--- config.mk ---
export PLATFORM = sky130hd
export DESIGN_NAME = config_commit_cmd
export DESIGN_NICKNAME = d
export VERILOG_FILES = /design/src/include/cfg_commit_pkg.sv /design/src/include/byte_link_if.sv /design/src/rtl/twowire_byte_rx.sv /design/src/rtl/config_commit_cmd.sv
export SDC_FILE = /design/constraint.sdc
export NUM_CORES = 1
export LEC_CHECK = 0
export ABC_AREA = 1
export BUFFER_PORTS_ARGS = -buffer_cell sky130_fd_sc_hd__buf_4
export CAP_MARGIN = 40
export CORE_MARGIN = 8
export CORE_UTILIZATION = 45
export DETAILED_ROUTE_END_ITERATION = 8
export SETUP_SLACK_MARGIN = 0.05
export SKIP_CTS_REPAIR_TIMING = 1
export SYNTH_ARGS = -nofsm -noshare
export SYNTH_HDL_FRONTEND = slang
export SYNTH_SLANG_ARGS = --single-unit
--- constraint.sdc ---
create_clock -name clk -period 1.7 [get_ports clk]
set_clock_uncertainty 0.05 [all_clocks]
set_input_delay 0.085 -clock clk [delete_from_list [all_inputs] [get_ports clk]]
set_output_delay 0.085 -clock clk [all_outputs]
set_load 0.005 [all_outputs]
--- src/include/cfg_commit_pkg.sv ---
package cfg_commit_pkg;
  // serial framing
  localparam int          BITS_PER_BYTE    = 8;
  localparam int          ADDR_W           = 7;
  localparam logic [6:0]  DEV_ADDR_DEFAULT = 7'h48; // bus address, value arbitrary
  localparam logic        RW_WRITE         = 1'b0;
  // command and location bytes
  localparam logic [7:0]  CMD_START_CONV   = 8'h51;
  localparam logic [7:0]  CMD_COPY_NV      = 8'h48;
  localparam logic [7:0]  CMD_HALT_CONV    = 8'h22;
  localparam logic [7:0]  LOC_CFG_MSB      = 8'hac;
  // configuration msb layout and reset values
  localparam int          CFG_ONESHOT_BIT  = 0;
  localparam logic [7:0]  CFG_RESET        = 8'h00;
  // nonvolatile write time
  localparam int          CLK_HZ           = 50_000_000;
  localparam int          NV_WRITE_MS      = 10;
  localparam int          NV_WRITE_CYCLES  = (CLK_HZ / 1000) * NV_WRITE_MS;

  // command sequencer states
  typedef enum logic [4:0] {
    ST_IDLE   = 5'b00001,
    ST_ADDR   = 5'b00010,
    ST_CMD    = 5'b00100,
    ST_DATA   = 5'b01000,
    ST_IGNORE = 5'b10000
  } cmd_state_t;
endpackage

--- src/include/byte_link_if.sv ---
interface byte_link_if;
  logic       start;
  logic       stop;
  logic       byte_valid;
  logic [7:0] byte_data;
  logic       ack_en;

  modport front (
    output start,
    output stop,
    output byte_valid,
    output byte_data,
    input  ack_en
  );
  modport cmd (
    input  start,
    input  stop,
    input  byte_valid,
    input  byte_data,
    output ack_en
  );
endinterface

--- src/rtl/twowire_byte_rx.sv ---
module twowire_byte_rx (
  input  wire logic  clk,
  input  wire logic  resetn,
  input  wire logic  scl_in,
  input  wire logic  sda_in,
  output logic       sda_oe_ff,
  byte_link_if.front link
);
  logic       scl_q_ff;
  logic       sda_q_ff;
  logic [3:0] bit_cnt_ff;
  logic       in_ack_ff;
  logic [7:0] shift_ff;
  logic       scl_rise;
  logic       scl_fall;
  logic       start_c;
  logic       stop_c;

  // previous line levels for edge and condition detect
  always_ff @(posedge clk or negedge resetn) begin
    if (!resetn) begin
      scl_q_ff <= 1'b1;
      sda_q_ff <= 1'b1;
    end else begin
      scl_q_ff <= scl_in;
      sda_q_ff <= sda_in;
    end
  end

  assign scl_rise = scl_in & ~scl_q_ff;
  assign scl_fall = ~scl_in & scl_q_ff;
  assign start_c  = scl_in & scl_q_ff & sda_q_ff & ~sda_in;
  assign stop_c   = scl_in & scl_q_ff & ~sda_q_ff & sda_in;

  // bit counter, shifter and ack phase
  always_ff @(posedge clk or negedge resetn) begin
    if (!resetn) begin
      bit_cnt_ff <= 4'h0;
      in_ack_ff  <= 1'b0;
      shift_ff   <= 8'h00;
    end else if (start_c || stop_c) begin
      bit_cnt_ff <= 4'h0;
      in_ack_ff  <= 1'b0;
    end else if (scl_rise && bit_cnt_ff < 4'(cfg_commit_pkg::BITS_PER_BYTE)) begin
      shift_ff   <= {shift_ff[6:0], sda_in};
      bit_cnt_ff <= bit_cnt_ff + 4'h1;
    end else if (scl_fall && bit_cnt_ff == 4'(cfg_commit_pkg::BITS_PER_BYTE)) begin
      in_ack_ff  <= ~in_ack_ff;
      if (in_ack_ff) begin
        bit_cnt_ff <= 4'h0;
      end
    end
  end

  // pulses toward the command sequencer
  always_ff @(posedge clk or negedge resetn) begin
    if (!resetn) begin
      link.start      <= 1'b0;
      link.stop       <= 1'b0;
      link.byte_valid <= 1'b0;
      link.byte_data  <= 8'h00;
    end else begin
      link.start      <= start_c;
      link.stop       <= stop_c;
      link.byte_valid <= scl_rise & ~start_c & ~stop_c
                         & (bit_cnt_ff == 4'(cfg_commit_pkg::BITS_PER_BYTE - 1));
      if (scl_rise) begin
        link.byte_data <= {shift_ff[6:0], sda_in};
      end
    end
  end

  // pull sda low through the ack clock when the sequencer agrees
  always_ff @(posedge clk or negedge resetn) begin
    if (!resetn) begin
      sda_oe_ff <= 1'b0;
    end else if (start_c || stop_c) begin
      sda_oe_ff <= 1'b0;
    end else if (scl_fall && bit_cnt_ff == 4'(cfg_commit_pkg::BITS_PER_BYTE)) begin
      sda_oe_ff <= ~in_ack_ff & link.ack_en;
    end
  end
endmodule

--- src/rtl/config_commit_cmd.sv ---
// Function
// master addresses us for write before each command; we acknowledge the address
// master sends 51h to begin temperature conversions
// on 51h we acknowledge and start converting
// location byte ACh selects the configuration msb holding single-conversion mode
// configuration writes change only the shadow copy, never the nonvolatile cell; a write while busy still reaches config_nv when the copy ends
// master rewrites the configuration only when single-conversion mode is wanted
// written configuration with bit 0 set sets single-conversion mode
// on 48h we acknowledge and copy shadow into nonvolatile memory
// on 22h we acknowledge and stop continuous conversion
// master waits 10 ms or polls busy before halting conversions
// master uses repeated start plus write address between commands
// master ends with stop, or a repeated start to continue
// written configuration with bit 0 clear enters continuous conversion
// busy flag held from copy acceptance until the nonvolatile write ends
module config_commit_cmd #(
  parameter logic [6:0] DEV_ADDR        = cfg_commit_pkg::DEV_ADDR_DEFAULT,
  parameter int         NV_WRITE_CYCLES = cfg_commit_pkg::NV_WRITE_CYCLES
) (
  input  wire logic       clk,
  input  wire logic       resetn,
  input  wire logic       scl_in,
  input  wire logic       sda_in,
  output logic            sda_out,
  output logic            sda_oe,
  output logic            conv_active,
  output logic            single_conversion_mode,
  output logic            nonvolatile_busy_flag,
  output logic      [7:0] config_shadow,
  output logic      [7:0] config_nv
);
  localparam int CNT_W = $clog2(NV_WRITE_CYCLES + 1);

  byte_link_if link ();

  cfg_commit_pkg::cmd_state_t state_ff;
  cfg_commit_pkg::cmd_state_t nxt_state;
  logic             nxt_ack;
  logic             addr_hit;
  logic             do_start;
  logic             do_copy;
  logic             do_halt;
  logic             do_cfg;
  logic             conv_ff;
  logic             oneshot_ff;
  logic             busy_ff;
  logic [7:0]       shadow_ff;
  logic [7:0]       nv_ff;
  logic [CNT_W-1:0] nv_cnt_ff;

  // bit level front end
  twowire_byte_rx u_rx (
    .clk       (clk),
    .resetn    (resetn),
    .scl_in    (scl_in),
    .sda_in    (sda_in),
    .sda_oe_ff (sda_oe),
    .link      (link.front)
  );

  assign sda_out = 1'b0; // open drain, only ever pulls low

  // decode of the byte just received
  always_comb begin
    nxt_state = state_ff;
    nxt_ack   = 1'b0;
    do_start  = 1'b0;
    do_copy   = 1'b0;
    do_halt   = 1'b0;
    do_cfg    = 1'b0;
    addr_hit  = (link.byte_data == {DEV_ADDR, cfg_commit_pkg::RW_WRITE});
    if (link.byte_valid) begin
      unique case (state_ff)
        cfg_commit_pkg::ST_ADDR: begin
          nxt_ack   = addr_hit;
          nxt_state = addr_hit ? cfg_commit_pkg::ST_CMD : cfg_commit_pkg::ST_IGNORE;
        end
        cfg_commit_pkg::ST_CMD: begin
          nxt_state = cfg_commit_pkg::ST_IGNORE;
          unique case (link.byte_data)
            cfg_commit_pkg::CMD_START_CONV: begin
              do_start = 1'b1;
              nxt_ack  = 1'b1;
            end
            cfg_commit_pkg::CMD_COPY_NV: begin
              do_copy = 1'b1;
              nxt_ack = 1'b1;
            end
            cfg_commit_pkg::CMD_HALT_CONV: begin
              do_halt = 1'b1;
              nxt_ack = 1'b1;
            end
            cfg_commit_pkg::LOC_CFG_MSB: begin
              nxt_ack   = 1'b1;
              nxt_state = cfg_commit_pkg::ST_DATA;
            end
            default: nxt_ack = 1'b0;
          endcase
        end
        cfg_commit_pkg::ST_DATA: begin
          do_cfg    = 1'b1;
          nxt_ack   = 1'b1;
          nxt_state = cfg_commit_pkg::ST_IGNORE;
        end
        cfg_commit_pkg::ST_IDLE,
        cfg_commit_pkg::ST_IGNORE: nxt_state = state_ff;
      endcase
    end
  end

  // sequencer state; start and stop override everything
  always_ff @(posedge clk or negedge resetn) begin
    if (!resetn) begin
      state_ff <= cfg_commit_pkg::ST_IDLE;
    end else if (link.stop) begin
      state_ff <= cfg_commit_pkg::ST_IDLE;
    end else if (link.start) begin
      state_ff <= cfg_commit_pkg::ST_ADDR;
    end else begin
      state_ff <= nxt_state;
    end
  end

  // ack decision handed to the front end
  always_ff @(posedge clk or negedge resetn) begin
    if (!resetn) begin
      link.ack_en <= 1'b0;
    end else if (link.start || link.stop) begin
      link.ack_en <= 1'b0;
    end else if (link.byte_valid) begin
      link.ack_en <= nxt_ack;
    end
  end

  // conversion run flag
  always_ff @(posedge clk or negedge resetn) begin
    if (!resetn) begin
      conv_ff <= 1'b0;
    end else if (do_start) begin
      conv_ff <= 1'b1;
    end else if (do_halt) begin
      conv_ff <= 1'b0;
    end
  end

  // shadow configuration msb and mode bit
  always_ff @(posedge clk or negedge resetn) begin
    if (!resetn) begin
      shadow_ff  <= cfg_commit_pkg::CFG_RESET;
      oneshot_ff <= cfg_commit_pkg::CFG_RESET[cfg_commit_pkg::CFG_ONESHOT_BIT];
    end else if (do_cfg) begin
      shadow_ff  <= link.byte_data;
      oneshot_ff <= link.byte_data[cfg_commit_pkg::CFG_ONESHOT_BIT];
    end
  end

  // nonvolatile copy timer; a copy while busy restarts the write
  always_ff @(posedge clk or negedge resetn) begin
    if (!resetn) begin
      busy_ff   <= 1'b0;
      nv_cnt_ff <= '0;
      nv_ff     <= cfg_commit_pkg::CFG_RESET;
    end else if (do_copy) begin
      busy_ff   <= 1'b1;
      nv_cnt_ff <= CNT_W'(NV_WRITE_CYCLES);
    end else if (busy_ff) begin
      nv_cnt_ff <= nv_cnt_ff - CNT_W'(1);
      if (nv_cnt_ff == CNT_W'(1)) begin
        busy_ff <= 1'b0;
        nv_ff   <= shadow_ff;
      end
    end
  end

  // registered outputs
  assign conv_active            = conv_ff;
  assign single_conversion_mode = oneshot_ff;
  assign nonvolatile_busy_flag  = busy_ff;
  assign config_shadow          = shadow_ff;
  assign config_nv              = nv_ff;
endmodule

## Yosys cells after proc, flatten, opt, wreduce, memory -nomap -nowiden

Cells that the tools add are included.

- Bitwise logic cells: 20
- Equality and inequality tests: 15
- Magnitude comparators: 1
- Reductions and logical operators: 18
- Muxes and demuxes: 37
- Add/subtract/negate cells: 2

Operator list:

| cell | number |
|---|---|
| $mux 19 | 2 |
| $mux 5 | 5 |
| $mux 1 | 24 |
| $eq 19x1->1 const B | 1 |
| $sub 19x1->19 const B | 1 |
| $eq 8x7->1 const B | 2 |
| $eq 8x8->1 const B | 2 |
| $mux 4 | 4 |
| $pmux 5 s3 | 1 |
| $and 1x1->1 | 11 |
| $not 1->1 | 9 |
| $reduce_bool 3->1 | 3 |
| $eq 8x6->1 const B | 1 |
| $reduce_and 2->1 | 4 |
| $reduce_bool 2->1 | 4 |
| $eq 5x1->1 const B | 1 |
| $eq 5x2->1 const B | 1 |
| $eq 5x3->1 const B | 1 |
| $eq 5x4->1 const B | 1 |
| $eq 5x5->1 const B | 1 |
| $add 4x1->4 const B | 1 |
| $eq 4x3->1 const B | 1 |
| $eq 4x4->1 const B | 1 |
| $lt 4x4->1 const B | 1 |
| 8 further kinds | 10 |

- Output and inout port bits: 21
- Bits in registers: 70
- Word-level logic and storage cells: 111

## Logic depth before layout (Yosys ltp)

- Depth in word-level cells: 7
- Mapped depth: 11

## Hierarchy

A second synthesis with hierarchy kept.

- Cells, all modules: 428
- Area, all modules: 3,513.4 sq um

By module, submodules not included:

| module | area each (sq um) | instances | cells an instance |
|---|---|---|---|
| config_commit_cmd | 2,396.0 | 1 | 315 |
| twowire_byte_rx | 1,117.3 | 1 | 113 |

## Worst setup path after synthesis

No wires, ideal clock.

- Path kind: register -> register
- From: register nv_cnt_ff[0]
- To: register nv_cnt_ff[18]
- Cell stages (with the launch flop): 10
- Data arrival time: 1,248 ps
- Slack: 276 ps
- Library setup time: 126 ps
- Path through: dfrtp_1 > inv_1 > ha_1 > nand3_2 > inv_2 > nand2_1 > nor2_2 > nand3_1 > nand2_1 > nand3_1

- Word-level cells in the longest chain between the ends: 3

Ends and longest elaborated chain:

| element | line | RTL |
|---|---|---|
| start, declared | config_commit_cmd.sv:49 | `logic [CNT_W-1:0] nv_cnt_ff;` |
| start signal, assigned | config_commit_cmd.sv:165 | `nv_cnt_ff <= CNT_W'(NV_WRITE_CYCLES);` |
| start signal, assigned | config_commit_cmd.sv:167 | `nv_cnt_ff <= nv_cnt_ff - CNT_W'(1);` |
| $sub 19x1->19 | config_commit_cmd.sv:167 |  |
| $mux 19 | config_commit_cmd.sv:166 | `end else if (busy_ff) begin` |
| $mux 19 | config_commit_cmd.sv:163 | `end else if (do_copy) begin` |

Every way passes these cells. The select of a mux whose other input is x is not followed.
A chain may end at the register's enable or synchronous reset.

## Worst setup path after layout

Same ends and word-level chain as after synthesis.

==> results.md <==
- Critical-path cell list: inv_1, ha_2, nand3_4, inv_2, nand2_1, nor2_4, nand3_1, nand2_1, nand3_1
- Clock sinks: 69
- CTS tree: done
- Die area: 0.0107 mm2
- Fraction of layout cells with a size suffix above 1: 20.4%
- Vert. Die Dim: 104 um
- CP startpoint kind: flip-flop
- Final setup TNS: 0 ns
- Clk pin slew, worst setup/hold paths: 0.08 ns
- Hold Violations, Final: 0
- WS Path Type: flip-flop to flip-flop
- RSZ-0062 raised after global routing: yes
- Post-DRT Antenna Nets: 0
- Clk root buf: clkbuf_8
- Antenna diodes: 0
- Hold Slack: 0.137 ns
- DR vias: 2,669
- Initial antenna violation count: 0
- Lkg Pwr: 2.06 nW
- GRT Util Overall: 13.0%
- Core area: 0.00761 mm2
- Mapped Cells: 411
- Synthesized cell area: 0.00346 mm2
- Synth warnings: 0
- Worst reg2reg path depth: 9
- Area added between synthesis and finish: 15.4%
- Placed inst area: 0.00376 mm2
- CP Data Arrival Time: 1.71 ns
- I/O Pins: 25
- Pwr Density: 953 mW/mm2
- Crit. End Element: flip-flop
- Slowest stage delay, CP: 0.44 ns
- Slew Limit Fails: 0
- Routed len/inst: 11.9 um
- Worst skew pair latency: 0.34 ns
- Yosys reg bits: 69
- Post-DR vias/cell: 4.82
- Routability congestion estimate from global placement: 0.851
- Hold WC Path Type: primary input to async pin
- H-tree depth: 3
- DR iter-0 viols: 78
- Pin count of the biggest net entering global routing: 29
- Layout net count: 456
- Maximum capacitance violations: 0
- Final instance area: 0.00399 mm2
- Sequential-to-total area share from yosys stat: 50.0%
- Number of port buffers: 23
- Worst EP required: 1.88 ns
- Outcome: complete, no violations
- Post-route DRC: 0
- Vias in the first global route: 2,576
- Yosys cell types: 35
- Grt ovf: 0
- First-pass GRT wire length: 11,700 um
- Starting Density: 45.5%
- Final count of negative-setup-slack endpoints: 0
- Synth Net Count: 419
- Drt first pass iters: 4
- Clock Path Buffers: 2
- CTS Buf Count: 9
- Crit-path slowest cell: dfrtp_2
- Final worst path period share: 89.6%
- Post-DP HPWL: 5010 um
- Post-layout min period: 1.52 ns
- VDD IR-drop max: 0.527 mV
- Final Instance Count excl. Fillers: 554
- F_max: 0.656 GHz
- DIE WIDTH: 104 um
- Crit Path Max Fanout: 6
- Total wire length: 6620 um
- Dpl cells: 536
- Syn Area/Cell: 8.42 um2
- Num rows: 32
state kept, by name (all words and copies together) (netlist names), 4 cells and up:
signal               count
u_rx.shift_ff            7
u_rx.link.byte_data      8
config_nv                8
nv_cnt_ff               19
config_shadow            8
u_rx.bit_cnt_ff          4
state_ff                 5
power by group:
| part | internal, mW | total [mW] | switching (mW) |
|---|---|---|---|
| registers | 1.82 | 1.99 | 0.166 |
| logic | 0.186 | 0.521 | 0.335 |
| clock network | 0.669 | 1.29 | 0.624 |
| total | 2.68 | 3.80 | 1.13 |
layer usage:
metal | routed length (um) | global-route usage, %
met1 | 3220 | 16.5
met3 | 243 | 3.04
met4 | 81 | 5.89
met5 | 0 | 0
met2 | 3070 | 20.4
layout make-up:
cell class | instances | area (um2)
Clock buffer | 9 | 124
Clock inverter | 6 | 65.1
Fill cell | 749 | 3610
Inverter | 54 | 203
Multi-Input combinational cell | 281 | 1470
Sequential cell | 69 | 1730
Tap cell | 102 | 128
Timing Repair Buffer | 33 | 268
stage by stage:
step | util [%] | power (mW) | setup WS [ns]
floorplan | - | 2.38 | 0.276
global placement | 49.4 | 2.53 | 0.166
detailed placement | 49.4 | 2.54 | 0.0956
CTS | 51.9 | 3.84 | 0.0920
global route | 52.5 | 4.03 | 0.0382
finish | 52.5 | 3.80 | 0.176
cells in the final DEF, fill, tap and decap left out, drive strengths merged, types with 3 or more instances in the layout:
cell / count
dfstp: 3
clkbuf: 9
a21oi: 11
nand3b: 3
nand3: 37
nor2: 55
clkinv: 4
dfrtp: 66
dlygate4sd3: 3
buf: 30
nand2: 108
nand4: 4
or2: 5
inv: 54
nor3: 11
ha: 4
o21ai: 36
worst paths after layout:
check	start	end	slack, ns
worst max-delay path	nv_cnt_ff[0]	nv_cnt_ff[18]	0.18
worst min-delay path	resetn	config_nv[5]	0.14
worst max register to register	nv_cnt_ff[0]	nv_cnt_ff[18]	0.18
worst min register to register	u_rx.link.stop	state_ff[1]	0.39
max in group asynchronous	resetn	state_ff[0]	0.83
min in group clk	sda_in	u_rx.sda_q_ff	0.38
synth_stat cells, drive strengths merged:
library cell,n,area (um2)
nor2,55,312
o31ai,1,7.51
buf,6,65.1
clkbuf,1,3.75
nand2,108,435
a31oi,1,6.26
nor4,1,12.5
nand3b,3,22.5
nand3,37,195
ha,4,50.1
o21bai,1,7.51
dfstp,3,78.8
conb,1,3.75
nand4,4,40.0
or2,5,31.3
o21a,1,7.51
dfrtp,66,1650
o22ai,1,6.26
inv,54,203
a21oi,11,55.1
o21ai,36,210
nor3,11,55.1
worst max-delay path: cells and delay by family, from the launching register on:
family                     cells  cell delay, ns
and+or+nand+nor                6            0.51
adders and majority gates      1            0.22
DFF                            1            0.44
buffers and inverters          2            0.18
logic make-up (layout without fill, tap and decap cells):
group / count (synthesis) / count (layout) / share of synthesized area, %
AND/OR/NAND/NOR: 224 / 224 / 31.9
adder cells (fa/ha/maj): 4 / 4 / 1.45
AO/OA/AOI/OAI: 52 / 52 / 8.68
other: 1 / 1 / 0.108
flip-flops: 69 / 69 / 50.0
buffers and inverters: 61 / 102 / 7.85
Note: power is estimated with default switching activity, not from simulation.
